<file path="src/hw/uadc_pkg.sv">
// package of constants for the usb attach/detach control block
package uadc_pkg;

  // ****************************************
  // apb register map (byte addresses)
  // ****************************************
  localparam logic [7:0] ADDR_CTRL    = 8'h00;
  localparam logic [7:0] ADDR_PINSEL  = 8'h04;
  localparam logic [7:0] ADDR_POWER   = 8'h08;
  localparam logic [7:0] ADDR_STATUS  = 8'h0C;
  localparam logic [7:0] ADDR_SUSPCTL = 8'h10;

  // ****************************************
  // control register fields
  // ****************************************
  localparam int CTRL_READY    = 0;
  localparam int CTRL_EXT_PU   = 1;
  localparam int CTRL_SELF_PWR = 2;
  localparam int CTRL_AUDIO_EP = 3;
  localparam int CTRL_WAKE_REQ = 4;
  localparam int CTRL_W        = 5;
  localparam logic [CTRL_W-1:0] CTRL_RESET = 5'h00;

  // ****************************************
  // pin select fields (3 bits each, one per byte)
  // ****************************************
  localparam int PIN_W          = 3;
  localparam int PSEL_PULLUP_LSB = 0;
  localparam int PSEL_SENSE_LSB  = 8;
  localparam int PSEL_UNPLUG_LSB = 16;
  localparam int PSEL_WAKE_LSB   = 24;
  localparam logic [PIN_W-1:0] PULLUP_PIN_RESET = 3'h0;
  localparam logic [PIN_W-1:0] SENSE_PIN_RESET  = 3'h1;
  localparam logic [PIN_W-1:0] UNPLUG_PIN_RESET = 3'h2;
  localparam logic [PIN_W-1:0] WAKE_PIN_RESET   = 3'h3;

  // ****************************************
  // power descriptor, milliamps
  // ****************************************
  localparam int PWR_W = 10;
  localparam logic [PWR_W-1:0] MAX_POWER_RESET = 10'h12C;

  // ****************************************
  // status fields
  // ****************************************
  localparam int ST_ATTACHED  = 0;
  localparam int ST_UNPLUGGED = 1;
  localparam int ST_SENSE     = 2;
  localparam int ST_SUSPENDED = 3;
  localparam int ST_WAKE      = 4;
  localparam int ST_STATE_LSB = 8;

  typedef enum logic [2:0] {
    UADC_IDLE,
    UADC_ATTACHED,
    UADC_SUSPENDED,
    UADC_DETACHED,
    UADC_WAKING
  } uadc_state_t;

endpackage : uadc_pkg

</file>
<file path="src/hw/uadc_top.sv">
// usb attach/detach control: pull-up, power sense, unplug, wake, suspend
// Contract
// - device is only a full-speed peripheral, never a host
// - data-plus pull-up asserted only when ready to enumerate
// - setting picks internal or external pull-up, internal by default
// - self-powered: no pull-up while bus power sense is low
// - bus-power sense read from pin named by its select setting
// - unplug input and wake output each on their own selected pin
// - unplug high: both data lines released, pull-up off
// - unplug low again: pull-up back on, await enumeration
// - wake output only while unplugged; in-band resume blocked then
// - descriptor max power from setting, default 300 mA
// - follow host suspend; bus-powered suspend switches radio and loads off
// - endpoint set selectable: host-transport or audio-class
module uadc_top #(
  parameter int N_PINS = 8
) (
  input  wire logic              clk_sys,
  input  wire logic              arst_n,
  input  wire logic              psel,
  input  wire logic              penable,
  input  wire logic              pwrite,
  input  wire logic [7:0]        paddr,
  input  wire logic [31:0]       pwdata,
  output logic                   pready,
  output logic [31:0]            prdata,
  output logic                   pslverr,
  input  wire logic [N_PINS-1:0] general_purpose_pin_in,
  output logic [N_PINS-1:0]      general_purpose_pin_out,
  output logic [N_PINS-1:0]      general_purpose_pin_oe_n,
  input  wire logic              bus_suspend,
  input  wire logic              resume_req,
  output logic                   bus_data_plus_oe_n,
  output logic                   bus_data_minus_oe_n,
  output logic                   internal_pullup_en,
  output logic                   resume_allow,
  output logic                   radio_loads_off,
  output logic                   audio_endpoints,
  output logic [9:0]             descriptor_max_power
);

  localparam int PW = uadc_pkg::PIN_W;

  // ****************************************
  // register state
  // ****************************************
  logic [uadc_pkg::CTRL_W-1:0] ctrl_r, ctrl_nxt;
  logic [PW-1:0]               pullup_pin_select_r, pullup_pin_select_nxt;
  logic [PW-1:0]               power_sense_pin_select_r, power_sense_pin_select_nxt;
  logic [PW-1:0]               unplug_pin_select_r, unplug_pin_select_nxt;
  logic [PW-1:0]               wake_pin_select_r, wake_pin_select_nxt;
  logic [uadc_pkg::PWR_W-1:0]  max_power_r, max_power_nxt;
  logic [31:0]                 prdata_nxt;
  logic                        pready_nxt;
  logic                        pslverr_nxt;
  logic                        sense_r;
  logic                        unplug_r;
  logic                        wr_ok;
  logic                        mapped;

  uadc_pkg::uadc_state_t state_r, state_nxt;

  uadc_pin_pick #(
    .N_PINS (N_PINS),
    .SEL_W  (PW)
  ) u_sense (
    .clk_sys  (clk_sys),
    .arst_n   (arst_n),
    .pins_in  (general_purpose_pin_in),
    .sel      (power_sense_pin_select_r),
    .picked_r (sense_r)
  );

  // unplug input from its own selected pin
  uadc_pin_pick #(
    .N_PINS (N_PINS),
    .SEL_W  (PW)
  ) u_unplug (
    .clk_sys  (clk_sys),
    .arst_n   (arst_n),
    .pins_in  (general_purpose_pin_in),
    .sel      (unplug_pin_select_r),
    .picked_r (unplug_r)
  );

  // ****************************************
  // apb slave, zero wait states
  // ****************************************
  always_comb
  begin
    mapped = (paddr == uadc_pkg::ADDR_CTRL) || (paddr == uadc_pkg::ADDR_PINSEL) ||
             (paddr == uadc_pkg::ADDR_POWER) || (paddr == uadc_pkg::ADDR_STATUS);
    wr_ok                      = psel && penable && pwrite && mapped;
    ctrl_nxt                   = ctrl_r;
    pullup_pin_select_nxt      = pullup_pin_select_r;
    power_sense_pin_select_nxt = power_sense_pin_select_r;
    unplug_pin_select_nxt      = unplug_pin_select_r;
    wake_pin_select_nxt        = wake_pin_select_r;
    max_power_nxt              = max_power_r;
    pready_nxt                 = psel && !penable;
    pslverr_nxt                = psel && !penable && !mapped;
    prdata_nxt                 = 32'h0000_0000;
    if (wr_ok && paddr == uadc_pkg::ADDR_CTRL)
      ctrl_nxt = pwdata[uadc_pkg::CTRL_W-1:0];
    if (wr_ok && paddr == uadc_pkg::ADDR_PINSEL)
    begin
      pullup_pin_select_nxt      = pwdata[uadc_pkg::PSEL_PULLUP_LSB +: PW];
      power_sense_pin_select_nxt = pwdata[uadc_pkg::PSEL_SENSE_LSB +: PW];
      unplug_pin_select_nxt      = pwdata[uadc_pkg::PSEL_UNPLUG_LSB +: PW];
      wake_pin_select_nxt        = pwdata[uadc_pkg::PSEL_WAKE_LSB +: PW];
    end
    if (wr_ok && paddr == uadc_pkg::ADDR_POWER)
      max_power_nxt = pwdata[uadc_pkg::PWR_W-1:0];
    // wake request self-clears once unplug drops
    if (!unplug_r && state_r == uadc_pkg::UADC_IDLE)
      ctrl_nxt[uadc_pkg::CTRL_WAKE_REQ] = 1'b0;
    if (psel && !penable && !pwrite)
    begin
      case (paddr)
        uadc_pkg::ADDR_CTRL:   prdata_nxt[uadc_pkg::CTRL_W-1:0] = ctrl_r;
        uadc_pkg::ADDR_PINSEL:
        begin
          prdata_nxt[uadc_pkg::PSEL_PULLUP_LSB +: PW] = pullup_pin_select_r;
          prdata_nxt[uadc_pkg::PSEL_SENSE_LSB +: PW]  = power_sense_pin_select_r;
          prdata_nxt[uadc_pkg::PSEL_UNPLUG_LSB +: PW] = unplug_pin_select_r;
          prdata_nxt[uadc_pkg::PSEL_WAKE_LSB +: PW]   = wake_pin_select_r;
        end
        uadc_pkg::ADDR_POWER:  prdata_nxt[uadc_pkg::PWR_W-1:0] = max_power_r;
        uadc_pkg::ADDR_STATUS:
        begin
          prdata_nxt[uadc_pkg::ST_ATTACHED]  = (state_r == uadc_pkg::UADC_ATTACHED);
          prdata_nxt[uadc_pkg::ST_UNPLUGGED] = unplug_r;
          prdata_nxt[uadc_pkg::ST_SENSE]     = sense_r;
          prdata_nxt[uadc_pkg::ST_SUSPENDED] = (state_r == uadc_pkg::UADC_SUSPENDED);
          prdata_nxt[uadc_pkg::ST_WAKE]      = (state_r == uadc_pkg::UADC_WAKING);
          prdata_nxt[uadc_pkg::ST_STATE_LSB +: $bits(state_r)] = state_r;
        end
        default: prdata_nxt = 32'h0000_0000;
      endcase
    end
  end

  always_ff @(posedge clk_sys or negedge arst_n)
  begin
    if (!arst_n)
    begin
      ctrl_r                   <= uadc_pkg::CTRL_RESET;
      pullup_pin_select_r      <= uadc_pkg::PULLUP_PIN_RESET;
      power_sense_pin_select_r <= uadc_pkg::SENSE_PIN_RESET;
      unplug_pin_select_r      <= uadc_pkg::UNPLUG_PIN_RESET;
      wake_pin_select_r        <= uadc_pkg::WAKE_PIN_RESET;
      max_power_r              <= uadc_pkg::MAX_POWER_RESET;
      pready                   <= 1'b0;
      pslverr                  <= 1'b0;
      prdata                   <= 32'h0000_0000;
    end
    else
    begin
      ctrl_r                   <= ctrl_nxt;
      pullup_pin_select_r      <= pullup_pin_select_nxt;
      power_sense_pin_select_r <= power_sense_pin_select_nxt;
      unplug_pin_select_r      <= unplug_pin_select_nxt;
      wake_pin_select_r        <= wake_pin_select_nxt;
      max_power_r              <= max_power_nxt;
      pready                   <= pready_nxt;
      pslverr                  <= pslverr_nxt;
      prdata                   <= prdata_nxt;
    end
  end

  // ****************************************
  // connection state machine
  // ****************************************
  logic attach_ok;
  logic pu_on;
  logic lines_oe_n_nxt;
  logic int_pu_nxt;
  logic [N_PINS-1:0] gp_out_nxt, gp_oe_n_nxt;
  logic resume_nxt, loads_off_nxt;

  always_comb
  begin
    // attach only when ready and, if self-powered, power present
    attach_ok = ctrl_r[uadc_pkg::CTRL_READY] && !unplug_r &&
                (!ctrl_r[uadc_pkg::CTRL_SELF_PWR] || sense_r);
    state_nxt = state_r;
    case (state_r)
      uadc_pkg::UADC_IDLE:
        if (unplug_r)
          state_nxt = uadc_pkg::UADC_DETACHED;
        else if (attach_ok)
          state_nxt = uadc_pkg::UADC_ATTACHED;
      uadc_pkg::UADC_ATTACHED:
        if (!attach_ok)
          state_nxt = unplug_r ? uadc_pkg::UADC_DETACHED : uadc_pkg::UADC_IDLE;
        else if (bus_suspend)
          state_nxt = uadc_pkg::UADC_SUSPENDED;
      uadc_pkg::UADC_SUSPENDED:
        if (!attach_ok)
          state_nxt = unplug_r ? uadc_pkg::UADC_DETACHED : uadc_pkg::UADC_IDLE;
        else if (!bus_suspend)
          state_nxt = uadc_pkg::UADC_ATTACHED;
      uadc_pkg::UADC_DETACHED:
        if (!unplug_r)
          state_nxt = uadc_pkg::UADC_IDLE;
        else if (ctrl_r[uadc_pkg::CTRL_WAKE_REQ])
          state_nxt = uadc_pkg::UADC_WAKING;
      uadc_pkg::UADC_WAKING:
        if (!unplug_r)
          state_nxt = uadc_pkg::UADC_IDLE;
      default:
        state_nxt = uadc_pkg::UADC_IDLE;
    endcase

    pu_on = (state_nxt == uadc_pkg::UADC_ATTACHED) || (state_nxt == uadc_pkg::UADC_SUSPENDED);
    lines_oe_n_nxt = !pu_on;
    int_pu_nxt = pu_on && !ctrl_r[uadc_pkg::CTRL_EXT_PU];
    gp_out_nxt  = '0;
    gp_oe_n_nxt = '1;
    // external pull-up pin driven high or released
    if (pu_on && ctrl_r[uadc_pkg::CTRL_EXT_PU])
    begin
      gp_out_nxt[pullup_pin_select_r]  = 1'b1;
      gp_oe_n_nxt[pullup_pin_select_r] = 1'b0;
    end
    // wake output on its pin, only while unplugged
    gp_oe_n_nxt[wake_pin_select_r] = 1'b0;
    gp_out_nxt[wake_pin_select_r]  = (state_nxt == uadc_pkg::UADC_WAKING);
    resume_nxt = resume_req && (state_nxt == uadc_pkg::UADC_SUSPENDED);
    // bus-powered suspend turns radio and loads off
    loads_off_nxt = (state_nxt == uadc_pkg::UADC_SUSPENDED) && !ctrl_r[uadc_pkg::CTRL_SELF_PWR];
  end

  always_ff @(posedge clk_sys or negedge arst_n)
  begin
    if (!arst_n)
    begin
      state_r                  <= uadc_pkg::UADC_IDLE;
      bus_data_plus_oe_n       <= 1'b1;
      bus_data_minus_oe_n      <= 1'b1;
      internal_pullup_en       <= 1'b0;
      general_purpose_pin_out  <= '0;
      general_purpose_pin_oe_n <= '1;
      resume_allow             <= 1'b0;
      radio_loads_off          <= 1'b0;
      audio_endpoints          <= 1'b0;
      descriptor_max_power     <= uadc_pkg::MAX_POWER_RESET;
    end
    else
    begin
      state_r                  <= state_nxt;
      // peripheral only: lines enabled only when attached or suspended
      bus_data_plus_oe_n       <= lines_oe_n_nxt;
      bus_data_minus_oe_n      <= lines_oe_n_nxt;
      internal_pullup_en       <= int_pu_nxt;
      general_purpose_pin_out  <= gp_out_nxt;
      general_purpose_pin_oe_n <= gp_oe_n_nxt;
      resume_allow             <= resume_nxt;
      radio_loads_off          <= loads_off_nxt;
      audio_endpoints          <= ctrl_r[uadc_pkg::CTRL_AUDIO_EP];
      descriptor_max_power     <= max_power_r;
    end
  end

  // ****************************************
  // assertions
  // ****************************************
  a_pullup_needs_power: assert property (@(posedge clk_sys) disable iff (!arst_n)
    (ctrl_r[uadc_pkg::CTRL_SELF_PWR] && !sense_r) |=> !internal_pullup_en)
    else $error("pull-up on without bus power");
  a_unplug_releases: assert property (@(posedge clk_sys) disable iff (!arst_n)
    unplug_r |=> (bus_data_plus_oe_n && bus_data_minus_oe_n && !internal_pullup_en))
    else $error("lines driven while unplugged");
  a_reconnect_after: assert property (@(posedge clk_sys) disable iff (!arst_n)
    ($fell(unplug_r) && ctrl_r[uadc_pkg::CTRL_READY] && !ctrl_r[uadc_pkg::CTRL_SELF_PWR]
     && !ctrl_r[uadc_pkg::CTRL_EXT_PU] && $stable(ctrl_r)) |-> ##[1:3] internal_pullup_en)
    else $error("no reconnect after unplug");
  a_wake_only_unplug: assert property (@(posedge clk_sys) disable iff (!arst_n)
    (state_r == uadc_pkg::UADC_WAKING) |-> $past(unplug_r))
    else $error("wake without unplug");
  a_no_resume_unplug: assert property (@(posedge clk_sys) disable iff (!arst_n)
    unplug_r |=> !resume_allow)
    else $error("resume while unplugged");
  a_internal_default: assert property (@(posedge clk_sys) disable iff (!arst_n)
    ctrl_r[uadc_pkg::CTRL_EXT_PU] |=> !internal_pullup_en)
    else $error("internal pull-up with external chosen");
  a_power_follows: assert property (@(posedge clk_sys) disable iff (!arst_n)
    ##1 descriptor_max_power == $past(max_power_r))
    else $error("power descriptor mismatch");
  a_suspend_loads: assert property (@(posedge clk_sys) disable iff (!arst_n)
    radio_loads_off |-> (state_r == uadc_pkg::UADC_SUSPENDED))
    else $error("loads off outside suspend");
  a_pullup_ready: assert property (@(posedge clk_sys) disable iff (!arst_n)
    !ctrl_r[uadc_pkg::CTRL_READY] |=> !internal_pullup_en)
    else $error("pull-up before ready");

endmodule : uadc_top

</file>
<file path="src/hw/uadc_pin_pick.sv">
// one-of-n pin picker: reads an input pin chosen by an index
module uadc_pin_pick #(
  parameter int N_PINS = 8,
  parameter int SEL_W  = 3
) (
  input  wire logic              clk_sys,
  input  wire logic              arst_n,
  input  wire logic [N_PINS-1:0] pins_in,
  input  wire logic [SEL_W-1:0]  sel,
  output logic                   picked_r
);

  logic picked_nxt;

  always_comb
  begin
    picked_nxt = pins_in[sel];
  end

  always_ff @(posedge clk_sys or negedge arst_n)
  begin
    if (!arst_n)
      picked_r <= 1'b0;
    else
      picked_r <= picked_nxt;
  end

endmodule : uadc_pin_pick

</file>
<file path="config.mk">
export PLATFORM = sky130hd
export DESIGN_NAME = uadc_top
export DESIGN_NICKNAME = d
export VERILOG_FILES = /design/src/hw/uadc_pkg.sv /design/src/hw/uadc_top.sv /design/src/hw/uadc_pin_pick.sv
export SDC_FILE = /design/constraint.sdc
export NUM_CORES = 1
export LEC_CHECK = 0
export BUFFER_PORTS_ARGS = -buffer_cell sky130_fd_sc_hd__buf_4
export CAP_MARGIN = 20
export CORE_AREA = 2 2 92 94
export CTS_BUF_LIST = sky130_fd_sc_hd__clkbuf_16
export CTS_CLUSTER_DIAMETER = 30
export CTS_CLUSTER_SIZE = 28
export DETAILED_ROUTE_END_ITERATION = 10
export DIE_AREA = 0 0 94 96
export PLACE_DENSITY_LB_ADDON = 0.15
export SETUP_SLACK_MARGIN = 0.3
export SLEW_MARGIN = 15
export SYNTH_ARGS = -nofsm -noshare
export SYNTH_HDL_FRONTEND = slang
export SYNTH_SLANG_ARGS = --single-unit
</file>
<file path="constraint.sdc">
create_clock -name clk_sys -period 1.4 [get_ports clk_sys]
set_input_delay 0 -clock clk_sys [delete_from_list [all_inputs] [get_ports clk_sys]]
set_output_delay 0 -clock clk_sys [all_outputs]
set_load 0.01 [all_outputs]
</file>
-- Word level (Yosys, flattened, before mapping)
Index checks and enable logic that the tools add are counted.
W data, S select, Z words.
- word-level logic and storage cells: 105
- bits in registers: 97
- equal/unequal tests: 10
- muxes and demuxes: 32
- reduce and logical (&&, ||, !) cells: 33
- $lt $le $gt $ge: 6
- bitwise gates (word level): 3
- operator list (kind ; number):
    $mux W3 ; 12
    $mux W27 ; 1
    $logic_and A1 B1 Y1 ; 18
    $eq A8 B4 Y1 const B ; 2
    $lt A3 B4 Y1 const B ; 4
    $mux W8 ; 2
    $not A8 Y8 ; 2
    $pmux W3 S5 ; 1
    $pmux W2 S3 ; 2
    $pmux W3 S4 ; 1
    $eq A3 B2 Y1 const B ; 3
    $and A8 B8 Y8 ; 1
    $bwmux W8 ; 1
    $eq A8 B3 Y1 const B ; 1
    $logic_not A8 Y1 ; 1
    $logic_not A1 Y1 ; 7
    $bmux W1 S3 ; 2
    $demux W1 S3 ; 2
    $eq A3 B1 Y1 const B ; 2
    $eq A3 B3 Y1 const B ; 2
    $ge A3 B1 Y1 const B ; 2
    $logic_or A1 B1 Y1 ; 5
    $mux W1 ; 5
    $mux W5 ; 1
    other kinds (4) ; 4

-- Depth between registers and ports, before layout
Gate-level depths: netlist of run 1.
- depth after elaboration: 11
- depth in mapped cells: 5
- gate-level depth less buffers: 3

-- Modules after synthesis
From an unflattened synthesis of run 1, not the netlist that was laid out.
- cell total of the unflattened synthesis: 268
- area, all modules: 3492.1 um^2
- by module, submodules not included (module ; cells an instance ; times used ; area each (um^2)):
    uadc_top ; 260 ; 1 ; 3314.4
    uadc_pin_pick ; 4 ; 2 ; 88.8

-- Worst setup path before layout of run 1
OpenSTA, ideal clock, no wires.
- kind: reg2reg
- start point: register wake_pin_select_r[0]
- end point: register general_purpose_pin_out[6]
- arrival: 1.426 ns
- stages on the path, launching flop included: 5
- path slack: -0.109 ns
- clock period less this slack: 1.509 ns
- required time: 1.317 ns
- cell sequence: dfstp_2 -> clkbuf_1 -> nand3b_1 -> or3b_2 -> o22ai_1
- longest elaborated chain between the ends: 5
- elaborated cells on any way between the ends: 6
- those cells by class: 2 x order compare; 3 x mux; 1 x reduce/logical
- ends and longest elaborated chain (what ; RTL line ; RTL):
    start, declared ; uadc_top.sv:51 ; logic [PW-1:0] wake_pin_select_r, wake_pin_select_nxt;
    start signal, assigned ; uadc_top.sv:151 ; wake_pin_select_r <= uadc_pkg::WAKE_PIN_RESET;
    start signal, assigned ; uadc_top.sv:163 ; wake_pin_select_r <= wake_pin_select_nxt;
    $lt A3 B4 Y1 (implied by the code) / $ge A3 B1 Y1 (equally long branches) ; uadc_top.sv:228 ; gp_out_nxt[wake_pin_select_r] = (state_nxt == uadc_pkg::UADC_WAKING);
    $logic_and A1 B1 Y1 (implied by the code) ; uadc_top.sv:228 ;
    $mux W1 (implied by the code) ; uadc_top.sv:228 ;
    $demux W1 S3 * ; uadc_top.sv:228 ;
    $bwmux W8 * ; uadc_top.sv:228 ;
    via gp_out_nxt[6] ; uadc_top.sv:178 ; logic [N_PINS-1:0] gp_out_nxt, gp_oe_n_nxt;
    end signal, assigned ; uadc_top.sv:256 ; general_purpose_pin_out <= gp_out_nxt;
    end, declared ; uadc_top.sv:29 ; output logic [N_PINS-1:0] general_purpose_pin_out,
The timed path passes the listed nets; every way through them passes the cells marked *.
A chain may end at the register's enable or synchronous reset.

-- Worst setup path in the final report of run 1
- start point: register power_sense_pin_select_r[0]
- end point: register u_sense.picked_r
- longest elaborated chain between the ends: 2
- ends and longest elaborated chain (what ; RTL line ; RTL):
    start, declared ; uadc_top.sv:49 ; logic [PW-1:0] power_sense_pin_select_r, power_sense_pin_select_nxt;
    start signal, assigned ; uadc_top.sv:149 ; power_sense_pin_select_r <= uadc_pkg::SENSE_PIN_RESET;
    start signal, assigned ; uadc_top.sv:161 ; power_sense_pin_select_r <= power_sense_pin_select_nxt;
    $bmux W1 S3 ; uadc_pin_pick.sv:17 ; picked_nxt = pins_in[sel];
    $mux W1 (implied by the code) ; uadc_pin_pick.sv:17 ;
    via u_sense.picked_nxt ; uadc_pin_pick.sv:13 ; logic picked_nxt;
    end signal, assigned ; uadc_pin_pick.sv:25 ; picked_r <= picked_nxt;
    end, declared ; uadc_pin_pick.sv:10 ; output logic picked_r
The timed path passes the listed nets, and every way through them passes these cells. The select of a mux whose other input is x is not followed.

==> metrics.txt, run 1 <==
R2R Path Start=power_sense_pin_select_r[0]$_DFFE_PN1P_; drt first-iter violations=93; Max Transition Viols Final=0; Detail Route Antenna Nets=0; register share of total power=0.498; Starting Density=0.439; Worst EP arrival=1.64 ns; total number of yosys warnings=0; # rows=33; post-synth top area cell=dfrtp_1; via count=2677; FMAX=0.696 GHz; CTS tree=done; Worst R2R End=u_sense.picked_r$_DFF_PN0_; vias in the first global route=2602; final worst setup slack=-0.0363 ns; grt ovf=0; worst vdd ir=0.583 mV; Detail Placement HPWL=5.36 mm; critical path launch point type=register; Num CTS Buffers=9; die width=94 um; final setup fails=2; dpl cell area=4490 sq um; antenna cells=0; hold slack final=0.00194 ns; core footprint=8050 sq um; share of layout cells above drive strength 1=0.586; reg-to-reg slack, setup=-0.04 ns; global-route wire length before repair=12.7 mm; Clock Sinks=82; routability congestion estimate from global placement=0.791; max_cap viols=0; outcome=complete, but fails checks; Setup crit end kind=register; Pre-Repair DR Iteration Count=5; number of fillers in the final layout=598; port bufs=90; ys flop type=dfrtp_1; num ports=121; failing checks=negative setup slack; internal cell power=3820 uW; RSZ-0062 raised after global routing=yes; H-tree levels=3; Total GRT Usage=0.184; Pleak=0.00253 uW; PwrDens=912 nW/um^2; Worst Clk Skew=0.00634 ns; post-synthesis cell count=268; number of synthesized flops with an enable pin=0; Worst-Skew Late Latency=0.32 ns; required time of the worst setup path=1.61 ns; switching share of power=0.221; Tcrit/Tclk final=1.03; pin count of the biggest net entering global routing=83; cells on worst reg2reg path=2; P_sw=1080 uW; maximum clock insertion buffer count=2; Min-Delay Path Depth=3; combinational group share of total power=0.092; Seq cells post-synth=82; average wire per standard cell=15.9 um; fin nets=470; Hold Path End=prdata[3]$_DFF_PN0_; Residual DRC=0; synthesized cell area=3540 sq um; die height=96 um; ys async rst share=1.00; clock-pin slew on the worst setup and hold paths=0.06 ns; synth cell count leaders=61 x dfrtp_1, 21 x dfstp_2, 21 x mux2_1, 17 x buf_4; Root Driver=clkbuf_16; largest cells by area after synthesis=dfrtp_1 43%, dfstp_2 16%, mux2_1 6.7%; final hold vios=0; Total Wirelength=8.32 mm; CP max FO=4; via density per instance=5.10; Tmin final=1.44 ns; die area=9020 sq um; Setup CP Type=reg -> reg; Clock power frac=0.410; initial antenna violation count=0; P&R area growth vs syn=51.9%; Avg Synthesized Cell Area=13.2 sq um; top-count cell post-synth=dfrtp_1; Hold/Removal Path Class=in -> reg; Final Cell Area=5370 sq um; post-synth top area share=0.432; hold path start=paddr[3]; Seq/Total Area, Yosys=0.588; Yosys cell types=51
-- flip-flops by register name, indices dropped and copies added, names as in the netlist, 3 cells and up --
name                      cells
descriptor_max_power         10
state_r                       3
general_purpose_pin_out       8
power_sense_pin_select_r      3
ctrl_r                        5
general_purpose_pin_oe_n      8
wake_pin_select_r             3
pullup_pin_select_r           3
prdata                       17
unplug_pin_select_r           3
max_power_r                  10
-- through the flow --
step,setup WS [ns],cells,setup TNS (ns),util,total power [uW]
floorplan,-0.00865,282,-0.00865,-,2650
global placement,-0.0218,469,-0.0218,0.558,2810
detailed placement,-0.0333,469,-0.0339,0.558,2820
CTS,-0.0410,516,-0.0410,0.644,4930
global route,-0.0699,525,-0.121,0.667,5100
finish,-0.0363,525,-0.0395,0.667,4900
-- worst max-delay path by stage --
stage                                             from                         end
2_1_floorplan  power_sense_pin_select_r[0]$_DFFE_PN1P_  u_sense.picked_r$_DFF_PN0_
3_3_place_gp   power_sense_pin_select_r[0]$_DFFE_PN1P_  u_sense.picked_r$_DFF_PN0_
3_5_place_dp   power_sense_pin_select_r[0]$_DFFE_PN1P_  u_sense.picked_r$_DFF_PN0_
4_1_cts        power_sense_pin_select_r[0]$_DFFE_PN1P_  u_sense.picked_r$_DFF_PN0_
5_1_grt        power_sense_pin_select_r[0]$_DFFE_PN1P_  u_sense.picked_r$_DFF_PN0_
6_report       power_sense_pin_select_r[0]$_DFFE_PN1P_  u_sense.picked_r$_DFF_PN0_
-- what timing repair did --
item                       4_1_cts  5_1_grt
hold buffers                    22        0
setup endpoints to repair       31       36
gates resized for setup         40       28
cloned                           0        2
hold endpoints to repair        92        0
setup buffers                    9        7
pin swaps                       22       23
-- power by group through the flow --
stage                     Sequential [uW]  Combinational (uW)  Clock, uW
after CTS                            2440                 429       2060
after global routing                 2440                 491       2170
after global placement               2480                 337          0
after floorplan                      2470                 185          0
final                                2440                 451       2010
after detailed placement             2480                 344          0
-- layout make-up --
class | count | area [sq um] | share of cell area
Clock buffer | 9 | 225 | 0.0419
Sequential cell | 82 | 2090 | 0.388
Timing Repair Buffer | 151 | 1260 | 0.234
Multi-Input combinational cell | 170 | 1640 | 0.305
Tap cell | 105 | 131 | 0.0245
Inverter | 1 | 3.75 | 0.000699
Clock inverter | 7 | 28.8 | 0.00536
-- worst max-delay path, stage by stage (launching register included) --
cell	delay (ns)
dfstp_2	0.57
mux4_2	0.49
mux2_2	0.26
-- layout by cell type, fill, tap and decap left out, types with 5 or more instances in the layout --
master	Yosys	layout
dlygate4sd3_1	0	22
mux2_1	21	13
clkbuf_16	0	9
nand2_1	10	9
conb_1	1	15
nor2_1	8	7
buf_6	0	15
o22ai_2	0	5
dfrtp_1	61	54
mux2_4	0	12
nor2b_1	6	5
and2_1	9	6
mux2_2	10	6
mux4_2	7	7
dfrtp_2	0	7
a21oi_2	0	5
buf_4	17	113
dfstp_2	21	21
-- metal layers --
metal,vias up,wire [um],GRT usage
met2,82,4220,0.302
met5,-,0,0
met1,1355,3600,0.248
li1,1229,-,-
met3,11,395,0.0321
met4,0,115,0.0676
-- logic make-up (layout without fill, tap and decap cells) --
family                    count (synthesis)  after routing  share of synthesized area
and+or+nand+nor                          83             84                      0.152
buffers and inverters                    31            168                     0.0520
other                                     1             15                    0.00106
xor gates and xnor gates                  1              1                    0.00248
AOI/OAI and AO/OA                        31             31                     0.0584
muxes                                    39             39                      0.146
DFF                                      82             82                      0.588
Note: power is estimated with default switching activity, not from simulation.
==> run 2, diff against run 1 <==
- MAX_ROUTING_LAYER: default -> met4
==> run 2 against run 1 <==
- sequential cell count unchanged
- clock skew increased by 0.0011 ns
- critical path depth unchanged
- maximum frequency about the same
- the flow finishes with violations (negative hold slack, negative setup slack)
- critical path type unchanged
- cell count decreased by 0.19%
- largest cell class unchanged
- worst setup slack about the same
- core utilization decreased by 0.50 points
- sequential share of layout area increased by 0.29 points
- final area decreased by 0.75%
- count of clock-buffer cells in the layout unchanged
- global-route usage increased by 0.56 points
==> metrics.txt, run 2 (synthesis results as in run 1) <==
P_sw=1080 uW; Min-Delay Path Depth=3; PwrDens=919 nW/um^2; Residual DRC=0; Worst Clk Skew=0.00743 ns; CTS tree=done; num ports=121; H-tree levels=3; max_cap viols=0; global-route wire length before repair=12.7 mm; Clock power frac=0.410; vias in the first global route=2600; outcome=complete, but fails checks; grt ovf=0; internal cell power=3820 uW; Total Wirelength=8.22 mm; final hold vios=1; required time of the worst setup path=1.61 ns; P&R area growth vs syn=50.8%; cells on worst reg2reg path=2; switching share of power=0.221; setup TNS=-0.0864 ns; antenna cells=0; commonest non-fill, non-tap cell in the layout=buf_4; final non-filler cell total=524; hold slack final=-0.000766 ns; die height=96 um; share of layout cells above drive strength 1=0.570; port bufs=90; worst vdd ir=0.570 mV; Pleak=0.00252 uW; die area=9020 sq um; initial antenna violation count=0; Detail Route Antenna Nets=0; Setup WS pre-CTS=-0.0333 ns; register share of total power=0.498; FMAX=0.696 GHz; RSZ-0062 raised after global routing=yes; maximum clock insertion buffer count=2; Worst-Skew Late Latency=0.33 ns; Detail Placement HPWL=5.36 mm; critical path launch point type=register; fin nets=469; Starting Density=0.439; Clock Sinks=82; Num CTS Buffers=9; Tcrit/Tclk final=1.03; failing checks=negative hold slack, negative setup slack; Biggest register=prdata; Setup crit end kind=register; pin count of the biggest net entering global routing=83; Root Driver=clkbuf_16; die width=94 um; drt first-iter violations=103; Final Cell Area=5330 sq um; Largest register FFs=17; final worst setup slack=-0.0363 ns; via density per instance=5.11; dpl cell area=4490 sq um; combinational group share of total power=0.092; Max Transition Viols Final=0; Cells after DPL=469; Tmin final=1.44 ns; via count=2679; final setup fails=3; CP max FO=4; core footprint=8050 sq um; # rows=33; routability congestion estimate from global placement=0.802; Setup CP Type=reg -> reg; Pre-Repair DR Iteration Count=4; Worst EP arrival=1.64 ns; most frequent cells in the layout=112 x buf_4, 54 x dfrtp_1, 22 x dlygate4sd3_1; average wire per standard cell=15.7 um; clock-pin slew on the worst setup and hold paths=0.06 ns; Total GRT Usage=0.190; Hold/Removal Path Class=in -> reg; largest registers=prdata x17, descriptor_max_power x10, max_power_r x10
## run 2: cell count changes in the layout (fill, tap and decap cells not counted)
cell	change
nor2_1	+1
nand3_1	+1
nand2b_2	-1
nor2_2	-1
o22ai_1	+3
o21ai_2	-1
o22ai_2	-3
o21ai_1	+1
buf_4	-1
nand2b_4	+1
nand3_4	-1
## run 2: metal layers
layer,GRT usage,up-vias,share of wire
met5,-,-,0
met4,0.0676,0,0.012
met3,0.0266,9,0.044
met2,0.303,87,0.50
met1,0.252,1355,0.44
li1,-,1228,-
## run 2: final timing paths
check,from,to,slack (ns)
min,paddr[3],prdata[3]$_DFF_PN0_,-0.0008
min in group asynchronous,arst_n,general_purpose_pin_out[3]$_DFF_PN0_,0.21
max reg2reg,power_sense_pin_select_r[0]$_DFFE_PN1P_,u_sense.picked_r$_DFF_PN0_,-0.04
max in group asynchronous,arst_n,descriptor_max_power[3]$_DFF_PN1_,0.78
max,power_sense_pin_select_r[0]$_DFFE_PN1P_,u_sense.picked_r$_DFF_PN0_,-0.04
min reg2reg,max_power_r[5]$_DFFE_PN1P_,descriptor_max_power[5]$_DFF_PN1_,0.37
## run 2: final cells by class
cell class                      instances  area [sq um]
Fill cell                             599          2720
Sequential cell                        82          2090
Multi-Input combinational cell        170          1610
Timing Repair Buffer                  150          1250
Clock buffer                            9           225
Tap cell                              105           131
Clock inverter                          7          28.8
Inverter                                1          3.75
## run 2: stage by stage
stage / total power (uW) / util
after floorplan: 2650 / -
after global placement: 2810 / 0.558
after detailed placement: 2820 / 0.558
after CTS: 4930 / 0.644
after global routing: 5110 / 0.662
final: 4900 / 0.662
## run 2: power by group through the flow
stage / clock [uW] / combinational (uW) / sequential, uW
after floorplan: 0 / 185 / 2470
after global placement: 0 / 337 / 2480
after detailed placement: 0 / 344 / 2480
after CTS: 2060 / 429 / 2440
after global routing: 2180 / 492 / 2440
final: 2010 / 452 / 2440
## run 2: timing repair
action                                  4_1_cts  5_1_grt
resized for setup                            40       21
gates cloned                                  0        2
endpoints found under the setup margin       31       36
hold buffers                                 22        0
pin swaps                                    22       19
hold endpoints to repair                     92        0
setup buffers                                 9        6
## run 2: worst max-delay path: stages (launching register included)
cell	delay, ns
dfstp_2	0.57
mux4_2	0.49
mux2_2	0.26
==> run 3, diff against run 2 <==
- CORE_AREA: 2 2 92 94 -> 2 2 88 90
- CTS_CLUSTER_SIZE: 28 -> 30
- DIE_AREA: 0 0 94 96 -> 0 0 90 92
- PLACE_DENSITY: default -> 0.77
- PLACE_DENSITY_LB_ADDON: 0.15 -> default
- clock period: 1.4 -> 1.5 ns (I/O delays scaled with it)
==> run 3 against run 2 <==
- the flow now finishes without violations
- sequential cell count unchanged
- worst setup slack better by 0.071 ns
- core utilization up 3.2 points
- critical path type unchanged
- largest cell class unchanged
==> metrics.txt, run 3 (synthesis results as in run 1) <==
global-route wire length before repair=12.6 mm; GR peak layer=met2; most frequent cells in the layout=113 x buf_4, 57 x dfrtp_1, 22 x dlygate4sd3_1; via density per instance=5.12; hold path start=paddr[3]; final setup fails=0; Root Driver=clkbuf_16; via count=2638; worst vdd ir=0.591 mV; P&R area growth vs syn=46.2%; num ports=121; core footprint=7450 sq um; CTS tree=done; PwrDens=921 nW/um^2; Hold Path End=prdata[4]$_DFF_PN0_; drt first-iter violations=111; share of layout cells above drive strength 1=0.508; grt ovf=0; pin count of the biggest net entering global routing=43; # rows=32; port bufs=90; die width=90 um; Final Cell Area=5170 sq um; Num CTS Buffers=9; maximum clock insertion buffer count=2; Setup crit end kind=register; Util after Layout=0.694; antenna cells=0; Biggest register=prdata; Min-Delay Path Depth=3; Largest register FFs=17; cells on worst reg2reg path=2; Total GRT Usage=0.199; Worst R2R End=u_sense.picked_r$_DFF_PN0_; RSZ-0062 raised after global routing=yes; grt met3 use=0.0353; clock-pin slew on the worst setup and hold paths=0.06 ns; routability congestion estimate from global placement=0.807; Clock Sinks=82; Tcrit/Tclk final=0.977; initial antenna violation count=0; average wire per standard cell=16.0 um; final hold vios=0; Max Transition Viols Final=0; largest registers=prdata x17, descriptor_max_power x10, max_power_r x10; fin nets=463; dpl cell area=4410 sq um; R2R Path Start=power_sense_pin_select_r[0]$_DFFE_PN1P_; vias in the first global route=2591; outcome=completed; GR Layer Usage met2=0.339; Hold/Removal Path Class=in -> reg; die height=92 um; Starting Density=0.475; reg-to-reg slack, setup=0.03 ns; Residual DRC=0; Worst Clk Skew=0.00475 ns; commonest non-fill, non-tap cell in the layout=buf_4; Total Wirelength=8.22 mm; Worst EP arrival=1.68 ns; die area=8280 sq um; CP max FO=4; max_cap viols=0; H-tree levels=3; Pleak=0.00248 uW; FMAX=0.682 GHz; Tmin final=1.47 ns; Worst-Skew Late Latency=0.33 ns; setup TNS=0 ns; Pre-Repair DR Iteration Count=4; critical path launch point type=register; hold slack final=0.00831 ns; met1 usage=0.245; required time of the worst setup path=1.71 ns; Detail Route Antenna Nets=0; Detail Placement HPWL=5.33 mm; Setup CP Type=reg -> reg; Total Power=4760 uW
==> run 3: worst max-delay path by stage <==
stage | from | end | slack (ns) | cells after the start
after floorplan | power_sense_pin_select_r[0]$_DFFE_PN1P_ | u_sense.picked_r$_DFF_PN0_ | 0.09 | 2
after global placement | power_sense_pin_select_r[0]$_DFFE_PN1P_ | u_sense.picked_r$_DFF_PN0_ | 0.07 | 2
after detailed placement | power_sense_pin_select_r[0]$_DFFE_PN1P_ | u_sense.picked_r$_DFF_PN0_ | 0.04 | 2
after CTS | power_sense_pin_select_r[0]$_DFFE_PN1P_ | u_sense.picked_r$_DFF_PN0_ | 0.03 | 2
after global routing | power_sense_pin_select_r[0]$_DFFE_PN1P_ | u_sense.picked_r$_DFF_PN0_ | 0.0003 | 2
final | power_sense_pin_select_r[0]$_DFFE_PN1P_ | u_sense.picked_r$_DFF_PN0_ | 0.03 | 2
==> run 3: per-stage QoR <==
stage	cells	setup WS, ns
final	515	0.0344
after global routing	515	0.000289
after CTS	504	0.0321
after detailed placement	461	0.0408
after global placement	461	0.0678
after floorplan	282	0.0913
==> run 3: power by group <==
group	switching, uW	internal [uW]
Clock	823	1270
Combinational	181	215
Sequential	27.3	2250
Total	1030	3730
==> run 3: area by class of cell <==
class                           count  area, sq um
Clock buffer                        9          225
Clock inverter                      7         60.1
Fill cell                         564         2280
Timing Repair Buffer              145         1190
Inverter                            1         3.75
Sequential cell                    82         2080
Tap cell                          102          128
Multi-Input combinational cell    169         1480
==> run 3: critical path: stages (launching register included) <==
cell	delay, ns
dfstp_2	0.57
mux4_2	0.50
mux2_4	0.28
==> run 3: routing by layer <==
metal,wire (um),vias up
met4,98,0
met1,3350,1291
met5,0,-
met3,384,11
li1,-,1223
met2,4380,113
==> run 3: what timing repair did <==
| item | in CTS | in global routing |
|---|---|---|
| buffers inserted | 5 | 10 |
| cloned | 0 | 1 |
| hold endpoints to repair | 96 | 0 |
| gates resized for setup | 5 | 30 |
| hold buffers | 22 | 0 |
| pin swaps | 0 | 17 |
| setup endpoints to repair | 24 | 30 |
